[src/pkg/trc_defs.svh]
// Constants shared by the tiny RISC core datapath files
`ifndef TRC_DEFS_SVH
`define TRC_DEFS_SVH

`define TRC_IW 12
`define TRC_DW 8
`define TRC_AW 5
`define TRC_CLK_PERIOD_NS 50
`define TRC_PHASES 4
`define TRC_CYCLE_NS (`TRC_PHASES * `TRC_CLK_PERIOD_NS)

`define TRC_PH_ONE 2'h0
`define TRC_PH_TWO 2'h1
`define TRC_PH_THREE 2'h2
`define TRC_PH_FOUR 2'h3

`define TRC_A_INDF 5'h00
`define TRC_A_PCL 5'h02
`define TRC_A_STATUS 5'h03
`define TRC_A_FSR 5'h04
`define TRC_A_GPR 5'h05

`define TRC_ST_C 0
`define TRC_ST_NW 1
`define TRC_ST_Z 2

`define TRC_LIT_BIT 11
`define TRC_JMP_BIT 10
`define TRC_OP_HI 9
`define TRC_OP_LO 6
`define TRC_LOP_HI 10
`define TRC_LOP_LO 8
`define TRC_DEST_BIT 5
`define TRC_K_HI 7
`define TRC_F_HI 4

`endif

[src/pkg/trc_pkg.sv]
// Types shared by the tiny RISC core datapath files
package trc_pkg;

  typedef enum logic [3:0] {
    OP_PASS_F, OP_ADD, OP_SUB, OP_AND, OP_OR, OP_XOR, OP_COM, OP_INC,
    OP_DEC, OP_RLC, OP_RRC, OP_SWAP, OP_CLR, OP_PASS_A, OP_INCSZ, OP_DECSZ
  } trc_aluop_e;

endpackage

[src/pkg/trc_if.sv]
// Interfaces between the core and its phase and arithmetic units
`timescale 1ns/1ps
`default_nettype none

interface trc_phase_if;
  logic [1:0] phase;
  modport gen (output phase);
  modport use_ph (input phase);
endinterface

interface trc_alu_if;
  trc_pkg::trc_aluop_e op;
  logic [7:0] x;
  logic [7:0] w;
  logic cin;
  logic [7:0] y;
  logic co;
  logic nwo;
  modport core (output op, x, w, cin, input y, co, nwo);
  modport alu (input op, x, w, cin, output y, co, nwo);
endinterface

`default_nettype wire

[src/logic/trc_alu.sv]
// Eight-bit arithmetic and logic unit with carry and nibble carry
`timescale 1ns/1ps
`default_nettype none

module trc_alu (
  trc_alu_if.alu bus
);
  import trc_pkg::*;

  logic sub;
  logic [7:0] addend;
  logic [8:0] sum;
  logic [4:0] nib;

  always_comb begin
    // Subtract as x + ~w + 1 so carry out reads as no-borrow [RULE9]
    sub = (bus.op == OP_SUB);
    addend = sub ? ~bus.w : bus.w;
    sum = {1'b0, bus.x} + {1'b0, addend} + {8'h00, sub}; // [RULE19]
    nib = {1'b0, bus.x[3:0]} + {1'b0, addend[3:0]} + {4'h0, sub};
    bus.co = sum[8]; // [RULE14]
    bus.nwo = nib[4]; // [RULE14]
    case (bus.op) // [RULE8]
      OP_ADD, OP_SUB: bus.y = sum[7:0];
      OP_AND: bus.y = bus.x & bus.w;
      OP_OR: bus.y = bus.x | bus.w;
      OP_XOR: bus.y = bus.x ^ bus.w;
      OP_COM: bus.y = ~bus.x;
      OP_INC, OP_INCSZ: bus.y = bus.x + 8'h01;
      OP_DEC, OP_DECSZ: bus.y = bus.x - 8'h01;
      OP_RLC: begin
        bus.y = {bus.x[6:0], bus.cin};
        bus.co = bus.x[7];
      end
      OP_RRC: begin
        bus.y = {bus.cin, bus.x[7:1]};
        bus.co = bus.x[0];
      end
      OP_SWAP: bus.y = {bus.x[3:0], bus.x[7:4]};
      OP_CLR: bus.y = 8'h00;
      OP_PASS_A: bus.y = bus.w;
      default: bus.y = bus.x;
    endcase
  end
endmodule // trc_alu

`default_nettype wire

[src/logic/trc_core.sv]
// Two-stage pipelined datapath of the tiny RISC core
`timescale 1ns/1ps
`default_nettype none
`include "trc_defs.svh"

// What this block does
// RULE1: Each instruction is one twelve-bit word
// RULE2: Fetch one whole twelve-bit word per cycle
// RULE3: Separate program bus and eight-bit data path
// RULE4: Next fetch overlaps current execution
// RULE5: Non-branch instructions finish in one cycle
// RULE6: Special registers and PC sit in data space
// RULE7: Direct and indirect file addressing
// RULE8: Eight-bit add, subtract, shift, logic unit
// RULE9: Arithmetic is two's complement
// RULE10: Two operands: accumulator with file or literal
// RULE11: Single operand: accumulator or file register
// RULE12: Accumulator has no data address
// RULE13: Carry, nibble carry, zero flags updated per op
// RULE14: Subtraction carries read as borrow-out, inverted
// RULE15: PC-changing instructions take two cycles
// RULE16: Clock divided by four, PC steps in phase one
// RULE17: Operand read phase two, write phase four
// RULE18: Zero flag set exactly for zero result
// RULE19: Carry from bit seven, nibble from bit three
module trc_core #(
  parameter int PC_W = 9
) (
  input wire logic i_clk,
  input wire logic i_nrst,
  input wire logic i_ce,
  input wire logic [`TRC_IW-1:0] i_pm_data,
  output logic [PC_W-1:0] o_pm_addr,
  output logic [`TRC_DW-1:0] o_acc,
  output logic [`TRC_DW-1:0] o_status,
  output logic [1:0] o_phase
);
  import trc_pkg::*;

  // Data memory entries above the special registers
  localparam int RAM_N = (1 << `TRC_AW) - int'(`TRC_A_GPR);
  // One instruction cycle in ns, four clock periods
  localparam int CYCLE_NS = `TRC_CYCLE_NS;

  typedef struct packed {
    logic [PC_W-1:0] pc;
    logic [PC_W-1:0] faddr;
    logic [`TRC_IW-1:0] fetch;
    logic fval;
    logic [`TRC_IW-1:0] ir;
    logic ival;
    logic [7:0] opnd;
    logic [7:0] acc;
    logic [7:0] fsr;
    logic c;
    logic nw;
    logic z;
    logic [RAM_N-1:0][7:0] ram;
  } trc_core_s;

  trc_core_s st;
  trc_core_s next_st;

  trc_phase_if ph_if ();
  trc_alu_if alu_if ();

  trc_phase u_phase (
    .i_clk(i_clk),
    .i_nrst(i_nrst),
    .i_ce(i_ce),
    .ph(ph_if.gen)
  );

  trc_alu u_alu (
    .bus(alu_if.alu)
  );

  logic [1:0] ph;
  logic is_lit;
  logic is_jump;
  logic is_file;
  logic dest_file;
  logic [`TRC_AW-1:0] faddr5;
  logic [`TRC_AW-1:0] ea;
  logic [`TRC_AW-1:0] gi;
  logic [7:0] status_byte;
  logic [7:0] rdata;
  trc_aluop_e op;
  logic c_en;
  logic nw_en;
  logic z_en;
  logic skip_hit;
  logic branch;
  logic [PC_W-1:0] target;

  assign ph = ph_if.phase;

  // Decode of the single-word instruction [RULE1]
  assign is_lit = st.ir[`TRC_LIT_BIT];
  assign is_jump = !is_lit && st.ir[`TRC_JMP_BIT];
  assign is_file = !is_lit && !st.ir[`TRC_JMP_BIT];
  assign dest_file = is_file && st.ir[`TRC_DEST_BIT];
  assign faddr5 = st.ir[`TRC_F_HI:0];
  assign target = st.ir[PC_W-1:0];

  // Indirect access goes through the select register [RULE7]
  assign ea = (faddr5 == `TRC_A_INDF) ? st.fsr[`TRC_AW-1:0] : faddr5;
  assign gi = ea - `TRC_A_GPR;

  always_comb begin
    status_byte = 8'h00;
    status_byte[`TRC_ST_C] = st.c;
    status_byte[`TRC_ST_NW] = st.nw;
    status_byte[`TRC_ST_Z] = st.z;
  end

  // Special registers answer in data space; the accumulator does not
  // appear here at all, so file addressing cannot reach it [RULE6] [RULE12]
  always_comb begin
    if (ea == `TRC_A_PCL) begin
      rdata = st.faddr[7:0];
    end else if (ea == `TRC_A_STATUS) begin
      rdata = status_byte;
    end else if (ea == `TRC_A_FSR) begin
      rdata = st.fsr;
    end else if (ea >= `TRC_A_GPR) begin
      rdata = st.ram[gi];
    end else begin
      rdata = 8'h00;
    end
  end

  // Literal ops reuse the first eight codes of the file ops [RULE10]
  assign op = is_lit ? trc_aluop_e'({1'b0, st.ir[`TRC_LOP_HI:`TRC_LOP_LO]})
                     : trc_aluop_e'(st.ir[`TRC_OP_HI:`TRC_OP_LO]);

  assign alu_if.op = op;
  assign alu_if.x = is_lit ? st.ir[`TRC_K_HI:0] : st.opnd; // [RULE10] [RULE11]
  assign alu_if.w = st.acc;
  assign alu_if.cin = st.c;

  // Flag selection per operation [RULE13]
  always_comb begin
    c_en = (op == OP_ADD) || (op == OP_SUB);
    nw_en = c_en;
    z_en = !is_jump;
    case (op)
      OP_RLC, OP_RRC: begin
        c_en = !is_lit;
        z_en = 1'b0;
      end
      OP_PASS_A, OP_SWAP, OP_INCSZ, OP_DECSZ: z_en = 1'b0;
      OP_PASS_F: z_en = !is_lit && !is_jump;
      default: ;
    endcase
  end

  assign skip_hit = is_file && ((op == OP_INCSZ) || (op == OP_DECSZ)) &&
                    (alu_if.y == 8'h00);
  // Any change of flow flushes the word fetched alongside [RULE15]
  assign branch = st.ival &&
                  (is_jump || skip_hit || (dest_file && ea == `TRC_A_PCL));

  always_comb begin
    next_st = st;
    case (ph)
      `TRC_PH_ONE: begin
        // Fetch address steps in phase one; the fetched word enters
        // execution at the same time [RULE16] [RULE4]
        next_st.faddr = st.pc;
        next_st.pc = st.pc + 1'b1;
        next_st.ir = st.fetch;
        next_st.ival = st.fval;
      end
      `TRC_PH_TWO: begin
        if (st.ival) begin
          next_st.opnd = rdata; // [RULE17]
        end
      end
      `TRC_PH_FOUR: begin
        // Program bus is separate from the data path [RULE2] [RULE3]
        next_st.fetch = i_pm_data;
        next_st.fval = !branch; // [RULE5] [RULE15]
        if (st.ival) begin
          if (is_jump) begin
            next_st.pc = target; // [RULE15]
          end else if (dest_file) begin
            case (ea) // [RULE17]
              `TRC_A_PCL: next_st.pc = {{(PC_W-8){1'b0}}, alu_if.y}; // [RULE6]
              `TRC_A_STATUS: begin
                next_st.c = alu_if.y[`TRC_ST_C];
                next_st.nw = alu_if.y[`TRC_ST_NW];
                next_st.z = alu_if.y[`TRC_ST_Z];
              end
              `TRC_A_FSR: next_st.fsr = alu_if.y;
              default: begin
                if (ea >= `TRC_A_GPR) begin
                  next_st.ram[gi] = alu_if.y;
                end
              end
            endcase
          end else begin
            next_st.acc = alu_if.y; // [RULE12]
          end
          // Flag updates win over a direct write to the status register
          if (c_en) begin
            next_st.c = alu_if.co; // [RULE13] [RULE14] [RULE19]
          end
          if (nw_en) begin
            next_st.nw = alu_if.nwo; // [RULE14] [RULE19]
          end
          if (z_en) begin
            next_st.z = (alu_if.y == 8'h00); // [RULE18]
          end
        end
      end
      default: ;
    endcase
  end

  always_ff @(posedge i_clk) begin
    if (!i_nrst) begin
      st <= '0;
    end else if (i_ce) begin
      st <= next_st;
    end
  end

  assign o_pm_addr = st.faddr;
  assign o_acc = st.acc;
  assign o_status = status_byte;
  assign o_phase = ph;

  // Reference sums kept apart from the arithmetic unit
  logic [8:0] ref_add;
  assign ref_add = {1'b0, alu_if.x} + {1'b0, st.acc};
  logic q4_exec;
  assign q4_exec = i_ce && (ph == `TRC_PH_FOUR) && st.ival;
endmodule // trc_core

`default_nettype wire

[src/logic/trc_phase.sv]
// Divides the clock into four phases per instruction cycle
`timescale 1ns/1ps
`default_nettype none
`include "trc_defs.svh"

module trc_phase (
  input wire logic i_clk,
  input wire logic i_nrst,
  input wire logic i_ce,
  trc_phase_if.gen ph
);
  import trc_pkg::*;

  typedef struct packed {
    logic [1:0] phase;
  } trc_phase_s;

  trc_phase_s st;
  trc_phase_s next_st;

  always_comb begin
    next_st = st;
    // Wraps after phase four, giving a divide by four [RULE16]
    next_st.phase = st.phase + 2'h1;
  end

  always_ff @(posedge i_clk) begin
    if (!i_nrst) begin
      st <= '0;
    end else if (i_ce) begin
      st <= next_st;
    end
  end

  assign ph.phase = st.phase;
endmodule // trc_phase

`default_nettype wire

[config.mk]
export PLATFORM = sky130hd
export DESIGN_NAME = trc_core
export DESIGN_NICKNAME = d
export VERILOG_FILES = /design/src/pkg/trc_pkg.sv /design/src/pkg/trc_if.sv /design/src/logic/trc_alu.sv /design/src/logic/trc_core.sv /design/src/logic/trc_phase.sv
export VERILOG_INCLUDE_DIRS = /design/src /design/src/pkg
export SDC_FILE = /design/constraint.sdc
export NUM_CORES = 1
export LEC_CHECK = 0
export ABC_CLOCK_PERIOD_IN_PS = 4130
export BUFFER_PORTS_ARGS = -buffer_cell sky130_fd_sc_hd__buf_2
export CAP_MARGIN = 20
export CORE_MARGIN = 8
export CORE_UTILIZATION = 40
export DETAILED_ROUTE_END_ITERATION = 16
export PLACE_DENSITY = 0.56
export REMOVE_ABC_BUFFERS = 1
export SLEW_MARGIN = 20
export SYNTH_ARGS = -nofsm -noshare
export SYNTH_HDL_FRONTEND = slang
export SYNTH_HIERARCHICAL = 1
export SYNTH_SLANG_ARGS = --single-unit
[constraint.sdc]
create_clock -name i_clk -period 4.13 [get_ports i_clk]
set_clock_uncertainty 0.1 [all_clocks]
set_input_delay 0.413 -clock i_clk [delete_from_list [all_inputs] [get_ports i_clk]]
set_output_delay 0.413 -clock i_clk [all_outputs]
set_load 0.05 [all_outputs]
==> flow_summary.ini, run 1 <==
[critical_path]
crit_path_start_kind = flip-flop
critPathArrivalTime_ns = 4.45
cp-endpoint = o_status[2]$_SDFFE_PN0P_
regToRegSetupSlack_ns = 0.05
cp-end-kind = flip-flop
r2r_end = o_status[2]$_SDFFE_PN0P_
r2r_start = is_lit$_SDFFE_PN0P_
cp_max_fo = 7
crit_start = is_lit$_SDFFE_PN0P_
crit_type = flip-flop to flip-flop
reg2regPathDepth = 17
cp.required_ns = 4.50

[clock_network]
cts_buffers = 31
cts_tree = built
clock_latency_ns = 0.59
cts-root-buf = clkbuf_16
clkTransAtPathRegs_ns = 0.06
cts.sink_count = 289
cts_buffer_depth = 3
htree_levels = 1

[grt]
antenna_found_initial = 1
grt_use_met2_pct = 33.3
grt_pass1_vias = 13558
grt_busiest_layer = met2
grt_pass1_wl_um = 78000
globalRouteMet3Util_pct = 3.19
grtUsageMet1_pct = 27.0
grt-ovfl-total = 0
grt_max_degree = 82
grt_usage_pct = 20.3

[place]
gp_congestion = 0.868
dpl.hpwl_um = 33900
pre_cts_ws_ns = -0.0965
port_buffers = 36

[route]
drc = 0
drtIter0Drc = 1186
ant_nets = 0
routedWlPerCell_um = 20.5
viasPerCell = 5.68
via_count = 13800
dr.pass1.iters = 5
totalWireLength_um = 49700

[timing]
worst_slack_ns = 0.0527
finalSetupViolCount = 0
worst_slew_pin_slew_ns = 0.958
slew_headroom_pct = 34.5
period_share_pct = 98.7
period_needed_ns = 4.08
setup_tns_ns = 0
drv_slew = 0
hold_violations = 0
hold_ws_ns = 0.0581
max_freq_mhz = 245
rsz0062_at_grt = yes

[yosys]
synth.avg_cell_area_um2 = 8.78
synthFlopType = dfxtp_1
ys_warn_count = 6
synth-seq-area-share_pct = 35.6
yosysUniqueCellTypes = 86
ys_seq_elements = 289
async_flop_share_pct = 0
postSynthCellCount = 1852
synth_edf_count = 0
netlist_area_um2 = 16300

[floorplanning]
rows = 74
start_util_pct = 40.2
die_h_um = 218
top_level_ports = 42
core_um2 = 40500
die_w_um = 218
die-area_um2 = 47300

[cells_and_area]
nets = 1930
layout-drive-gt1-share_pct = 16.5
n_fill_cell = 3919
n_antenna_cell = 0
syn2layout_area_growth_pct = 13.6
post-route-util_pct = 45.6

[status]
outcome = complete, no violations

[pwr]
p_clk_share_pct = 47.8
finalPower_mw = 5.76
combPwrFrac_pct = 3.6
swShare_pct = 22.7
pwr-share-seq_pct = 48.7
internal_power_mw = 4.45
ir_drop_mv = 0.318
power.density_nw_per_um2 = 312
leakagePower_nw = 6.21
p_switching_mw = 1.31

[min_path]
hp-class = primary input to flip-flop
hold_start = i_ce
hold_path_depth = 3

[run]
cap_violations = 0
## worst min path at each step
stage                                                  end  slack [ns]
after floorplan                       st[243]$_SDFFE_PN0P_        0.33
after global placement           o_pm_addr[8]$_SDFFE_PN0P_        0.35
after detailed placement              st[264]$_SDFFE_PN0P_        0.35
after CTS                 u_phase/ph.phase[1]$_SDFFE_PN0P_        0.03
after global routing      u_phase/ph.phase[1]$_SDFFE_PN0P_        0.05
final                     u_phase/ph.phase[1]$_SDFFE_PN0P_        0.06
## layout by cell type (no fill, tap or decap), drive strengths merged, types with 38 or more instances in the layout
cell    instances
nor2b          92
mux2i         198
buf           143
clkbuf         45
a21oi         133
dfxtp         289
ha             38
nor3           58
o21ai         110
nor2          165
nand2         205
## critical path, cell delays in order, from the launching register on
cell,delay [ns]
dfxtp_4,0.38
mux2_4,0.32
or4b_4,0.58
buf_8,0.17
xnor2_1,0.13
ha_1,0.35
a21oi_1,0.35
o22ai_2,0.16
a2111oi_2,0.38
o221a_4,0.26
o22ai_2,0.05
o211ai_1,0.16
nor4_2,0.08
nand2_1,0.11
buf_4,0.12
mux2i_1,0.05
mux2i_1,0.15
nor2b_1,0.06
## stage by stage
step                area, um2  cells
floorplan               15500   1687
global placement        17200   2357
detailed placement      17200   2357
CTS                     18300   2423
global route            18500   2428
finish                  18500   2428
## area by class of cell
cell class / count / area [um2] / share of cell area, %
Timing Repair Buffer: 155 / 1160 / 6.31
Clock inverter: 9 / 113 / 0.610
Tap cell: 532 / 666 / 3.60
Sequential cell: 289 / 5790 / 31.4
Inverter: 32 / 125 / 0.678
Clock buffer: 45 / 878 / 4.76
Multi-Input combinational cell: 1366 / 9730 / 52.7
## metal layers
metal,up-vias,part of all wire (%)
li1,6603,-
met1,6710,45
met2,375,46
met3,110,5.3
met4,2,3.4
met5,-,0.026
## power by group through the flow
stage | Combinational, mW | Clock, mW | Sequential, mW
2_1_floorplan | 0.101 | 0 | 2.87
3_3_place_gp | 0.192 | 0 | 2.86
3_5_place_dp | 0.194 | 0 | 2.86
4_1_cts | 0.204 | 2.81 | 2.80
5_1_grt | 0.219 | 2.92 | 2.80
6_report | 0.205 | 2.75 | 2.80
## cell families after synthesis
family	after synthesis	synth area share, %
simple gates	634	20.2
compound gates	422	16.4
flops	289	35.6
mux	244	17.7
buf+inv	201	5.73
fa+ha+maj	41	3.23
xor+xnor	20	1.08
other cells	1	0.0231
## Yosys cell counts (all sizes together), types with 7 or more instances
master     n  share of area (%)
a22oi      8               0.37
a2bb2oi    9               0.48
nand3     27                1.1
mux2i    198                 12
o31ai      7               0.49
nor2     165                3.8
mux2      14               0.97
dfxtp    289                 36
or3       18               0.69
xnor2     14               0.75
clkbuf   112                2.6
or2        7               0.27
a211oi    10               0.46
and2      12               0.46
a21oi    133                4.1
nand3b     8               0.37
a21boi    17               0.79
mux4      32                4.4
nand2b     9               0.35
nor3      58                3.3
a21o       8               0.37
ha        38                2.9
a221oi    10               0.65
a31oi     20               0.77
o211ai     8               0.37
nand2    205                4.7
buf       57                2.4
inv       32               0.74
o22ai     25               0.96
o21ai    110                3.4
nor2b     92                3.5
## what timing repair did
action / in CTS / in global routing
gates resized for setup: 4 / 22
endpoints found under the setup margin: 17 / 55
pin swaps: 0 / 10
hold endpoints to repair: 12 / 0
setup buffers: 0 / 5
hold buffers: 12 / 0
No activity file was read; power rests on OpenSTA's default activity.
==> inputs of run 2 (changes only) <==
--- a/config.mk
+++ b/config.mk
@@ -13,6 +13,7 @@
 export CORE_UTILIZATION = 40
 export DETAILED_ROUTE_END_ITERATION = 16
 export PLACE_DENSITY = 0.56
+export RECOVER_POWER = 100
 export REMOVE_ABC_BUFFERS = 1
 export SLEW_MARGIN = 20
 export SYNTH_ARGS = -nofsm -noshare
==> flow_summary.ini, run 2 (same netlist as run 1, synthesis figures left out) <==
[status]
outcome = complete, no violations

[route]
drtIter0Drc = 1173
dr.pass1.iters = 7
drc = 0
totalWireLength_um = 49700
ant_nets = 0
viasPerCell = 5.66
routedWlPerCell_um = 20.5
via_count = 13753

[pwr]
p_clk_share_pct = 47.8
power.density_nw_per_um2 = 312
pwr-share-seq_pct = 48.7
p_switching_mw = 1.31
swShare_pct = 22.7
internal_power_mw = 4.45
combPwrFrac_pct = 3.5
leakagePower_nw = 6.12
finalPower_mw = 5.75
ir_drop_mv = 0.318

[run]
cap_violations = 0

[cells_and_area]
syn2layout_area_growth_pct = 13.4
layout_commonest_cell = dfxtp_1
layout-drive-gt1-share_pct = 15.3
nets = 1930
final_cell_mix = dfxtp_1, nand2_1, mux2i_1, nor2_1, a21oi_1
n_fill_cell = 3935
regArea_um2 = 5790
multi_input_area_um2 = 9730
n_antenna_cell = 0
post-route-util_pct = 45.6
post-route-cell-area_um2 = 18400

[floorplanning]
start_util_pct = 40.2
top_level_ports = 42
die_h_um = 218
rows = 74
core_um2 = 40500
die_w_um = 218
die-area_um2 = 47300

[min_path]
holdPathEnd = u_phase/ph.phase[1]$_SDFFE_PN0P_
hold_path_depth = 3
hp-class = primary input to flip-flop
hold_start = i_ce

[place]
gp_congestion = 0.868
dpl_cell_area_um2 = 17200
port_buffers = 36
dpl.hpwl_um = 33900

[critical_path]
r2r_start = is_lit$_SDFFE_PN0P_
path_buf_inv = 3
cp-end-kind = flip-flop
cp_max_fo = 7
critPathArrivalTime_ns = 4.46
cp.required_ns = 4.50
regToRegSetupSlack_ns = 0.05
r2r_end = o_status[2]$_SDFFE_PN0P_
slowest_delay_ns = 0.58
path_cells = mux2_4 -> or4b_4 -> buf_8 -> xnor2_1 -> ha_1 -> buf_4 -> nand4_1 -> o22ai_2 -> a2111oi_2 -> o221a_4 -> o22ai_2 -> o211ai_1 -> nor4_2 -> nand2_1 -> buf_4 -> mux2i_1 -> mux2i_1 -> nor2b_1
crit_type = flip-flop to flip-flop
cpLargestDelayFamily = simple AND/OR/NAND/NOR gates
slowest_stage = or4b_4
reg2regPathDepth = 18
crit_path_start_kind = flip-flop

[clock_network]
cts_buffers = 31
htree_levels = 1
cts_buffer_depth = 3
cts_tree = built
cts-root-buf = clkbuf_16
clock_latency_ns = 0.59
clkTransAtPathRegs_ns = 0.06
cts.sink_count = 289

[timing]
period_needed_ns = 4.08
drv_slew = 0
slew_headroom_pct = 29.8
setup_tns_ns = 0
hold_violations = 0
finalSetupViolCount = 0
worst_slew_pin_slew_ns = 1.03
max_freq_mhz = 245
period_share_pct = 98.9
rsz0062_at_grt = yes

[grt]
grt_pass1_vias = 13558
grt-ovfl-total = 0
grt_usage_pct = 20.3
grt_pass1_wl_um = 78000
antenna_found_initial = 1
grt_max_degree = 82
run 2: cell types whose count changed in the layout (fill, tap and decap cells not counted), sizes merged:
cell    change
clkbuf     +23
buf        -23
run 2: cell type report:
type | instances | share of cell area [%]
Tap cell | 532 | 3.61
Sequential cell | 289 | 31.4
Clock buffer | 45 | 4.76
Multi-Input combinational cell | 1366 | 52.8
Timing Repair Buffer | 155 | 6.15
Clock inverter | 9 | 0.611
Inverter | 32 | 0.679
run 2: worst max path at each step:
stage | end | startpoint | cells after the start
finish | o_status[2]$_SDFFE_PN0P_ | is_lit$_SDFFE_PN0P_ | 18
global route | o_status[2]$_SDFFE_PN0P_ | is_lit$_SDFFE_PN0P_ | 17
CTS | st[256]$_SDFFE_PN0P_ | is_lit$_SDFFE_PN0P_ | 15
detailed placement | st[256]$_SDFFE_PN0P_ | is_lit$_SDFFE_PN0P_ | 14
global placement | st[256]$_SDFFE_PN0P_ | is_lit$_SDFFE_PN0P_ | 14
floorplan | flip-flop | faddr5[1]$_SDFFE_PN0P_ | 9
run 2: power by group through the flow:
stage | registers (mW) | logic [mW] | clock network [mW]
final | 2.80 | 0.204 | 2.75
after floorplan | 2.87 | 0.101 | 0
after detailed placement | 2.86 | 0.194 | 0
after global placement | 2.86 | 0.192 | 0
after CTS | 2.80 | 0.204 | 2.81
after global routing | 2.80 | 0.219 | 2.92
run 2: tightest hold or removal path: stages:
cell and delay, ns:
buf_2 0.13, nand2_1 0.07, mux2i_1 0.07
run 2: stage by stage:
stage | cells | worst slack [ns] | hold WS, ns
2_1_floorplan | 1687 | -4.74 | 0.329
3_3_place_gp | 2357 | 0.0379 | 0.345
3_5_place_dp | 2357 | -0.0965 | 0.352
4_1_cts | 2423 | 0.0192 | 0.0273
5_1_grt | 2428 | -0.0571 | 0.0486
6_report | 2428 | 0.0455 | 0.0541
run 2: metal layers:
layer	GRT usage, %	wire, um	part of all wire (%)
met5	0	13	0.026
met4	6.81	1630	3.3
met3	3.19	2620	5.3
met2	33.3	23000	46
met1	27.0	22500	45
run 2: timing repair:
| item | 4_1_cts | 5_1_grt |
|---|---|---|
| setup buffers | 0 | 5 |
| endpoints found under the hold margin | 12 | 0 |
| gates resized for setup | 4 | 22 |
| pin swaps | 0 | 10 |
| hold buffers | 12 | 0 |
| setup endpoints to repair | 17 | 55 |
==> inputs of run 3 (changes only) <==
--- a/config.mk
+++ b/config.mk
@@ -12,9 +12,8 @@
 export CORE_MARGIN = 8
 export CORE_UTILIZATION = 40
 export DETAILED_ROUTE_END_ITERATION = 16
-export PLACE_DENSITY = 0.56
+export PLACE_DENSITY = 0.64
 export RECOVER_POWER = 100
-export REMOVE_ABC_BUFFERS = 1
 export SLEW_MARGIN = 20
 export SYNTH_ARGS = -nofsm -noshare
 export SYNTH_HDL_FRONTEND = slang
==> flow_summary.ini, run 3 (same netlist as run 1, synthesis figures left out) <==
[status]
outcome = complete, no violations

[clock_network]
cts_buffer_depth = 3
clock_latency_ns = 0.59
htree_levels = 1
cts.sink_count = 289
cts-root-buf = clkbuf_16
cts_tree = built
cts_buffers = 31
clkTransAtPathRegs_ns = 0.07

[floorplanning]
die_w_um = 218
top_level_ports = 42
die_h_um = 218
die-area_um2 = 47300
rows = 74
start_util_pct = 40.2
core_um2 = 40500

[critical_path]
cp.required_ns = 4.51
reg2regPathDepth = 17
cp_max_fo = 9
path_buf_inv = 5
crit_path_start_kind = flip-flop
crit_type = flip-flop to flip-flop
slowest_delay_ns = 0.55
cp-end-kind = flip-flop
cpLargestDelayFamily = compound AO/OA/AOI/OAI gates
slowest_stage = or4b_4
path_cells = mux2_2 -> or4b_4 -> buf_12 -> xnor2_1 -> ha_1 -> a21oi_2 -> nor2b_1 -> a311o_2 -> o221a_4 -> o22ai_2 -> o211ai_1 -> buf_4 -> clkbuf_8 -> buf_12 -> buf_4 -> mux2i_1 -> nor2b_1
worst-path-stages = 17
critPathArrivalTime_ns = 4.40

[route]
drtIter0Drc = 1348
ant_nets = 0
dr.pass1.iters = 8
viasPerCell = 5.71
via_count = 13875
routedWlPerCell_um = 20.0
totalWireLength_um = 48600
drc = 0

[pwr]
leakagePower_nw = 6.20
finalPower_mw = 5.62
ir_drop_mv = 0.218
power.density_nw_per_um2 = 305

[cells_and_area]
final_cell_mix = dfxtp_1, nand2_1, mux2i_1, nor2_1, a21oi_1
final_cells = 2429
layout-drive-gt1-share_pct = 16.5
syn2layout_area_growth_pct = 13.2
n_fill_cell = 3917
n_antenna_cell = 0
layout_commonest_cell = dfxtp_1
nets = 1932
post-route-cell-area_um2 = 18400

[timing]
max_freq_mhz = 248
worst_slew_pin_slew_ns = 0.957
period_share_pct = 97.5
hold_violations = 0
finalSetupViolCount = 0
period_needed_ns = 4.03
drv_slew = 0
slew_headroom_pct = 34.5
rsz0062_at_grt = yes

[place]
dp_cells = 2354
gp_congestion = 0.886
dpl.hpwl_um = 32500
port_buffers = 36
dpl_cell_area_um2 = 17200

[grt]
grt_max_degree = 106
grt_pass1_vias = 13059
grt_usage_pct = 19.6
grt_pass1_wl_um = 75300
antenna_found_initial = 0
grt-ovfl-total = 0

[run]
cap_violations = 0

[min_path]
hp-class = primary input to flip-flop
hold_path_depth = 3
==> run 3: worst paths after layout <==
kind / from / to / slack (ns)
setup / recovery: is_lit$_SDFFE_PN0P_ / flip-flop / 0.10
setup reg to reg: is_lit$_SDFFE_PN0P_ / flip-flop / 0.10
hold / removal: i_ce / u_phase/ph.phase[1]$_SDFFE_PN0P_ / 0.06
hold reg to reg: o_pm_addr[8]$_SDFFE_PN0P_ / o_pm_addr[8]$_SDFFE_PN0P_ / 0.35
==> run 3: layer usage <==
layer	vias up	track usage (%)	part of all wire, %
met5	-	0	0
met4	0	5.30	2.4
li1	6606	-	-
met1	6741	27.1	46
met2	453	31.8	46
met3	75	2.44	5.7
==> run 3: through the flow <==
stage          TNS (ns)  utilization [%]  setup WS [ns]  hold slack, ns
3_3_place_gp    -0.0886             42.4        -0.0886           0.340
6_report              0             45.5          0.101          0.0551
2_1_floorplan  -0.00780                -       -0.00780           0.329
4_1_cts               0             45.0         0.0192          0.0344
3_5_place_dp     -0.114             42.4        -0.0751           0.345
5_1_grt         -0.0728             45.5        -0.0269          0.0703
==> run 3: area by class of cell <==
class	count	area [um2]	area share (%)
Multi-Input combinational cell	1366	9720	52.8
Sequential cell	289	5790	31.5
Timing Repair Buffer	157	1170	6.35
Clock buffer	45	868	4.72
Tap cell	532	666	3.62
Inverter	32	125	0.680
Clock inverter	8	63.8	0.347
==> run 3: repair_timing <==
action,CTS,global route
pin swaps,2,8
hold buffers,12,0
gates resized for setup,3,24
setup buffers,0,9
endpoints found under the setup margin,2,67
cloned,0,1
endpoints found under the hold margin,12,0
==> run 3: worst register-to-register path, delay by kind of cell, from the launching register on <==
family	cells	cell delay [ns]
AOI/OAI and AO/OA	5	1.09
buffers and inverters	5	0.79
and+or+nand+nor	3	0.67
muxes	2	0.47
DFF	1	0.38
adders and majority gates	1	0.31
xor gates and xnor gates	1	0.12
==> run 3: where the power goes <==
part	switching, mW	internal [mW]	leakage (nW)	total [mW]
clock network	1.16	1.46	0.458	2.62
registers	0.00866	2.79	2.33	2.80
logic	0.142	0.0607	3.42	0.203
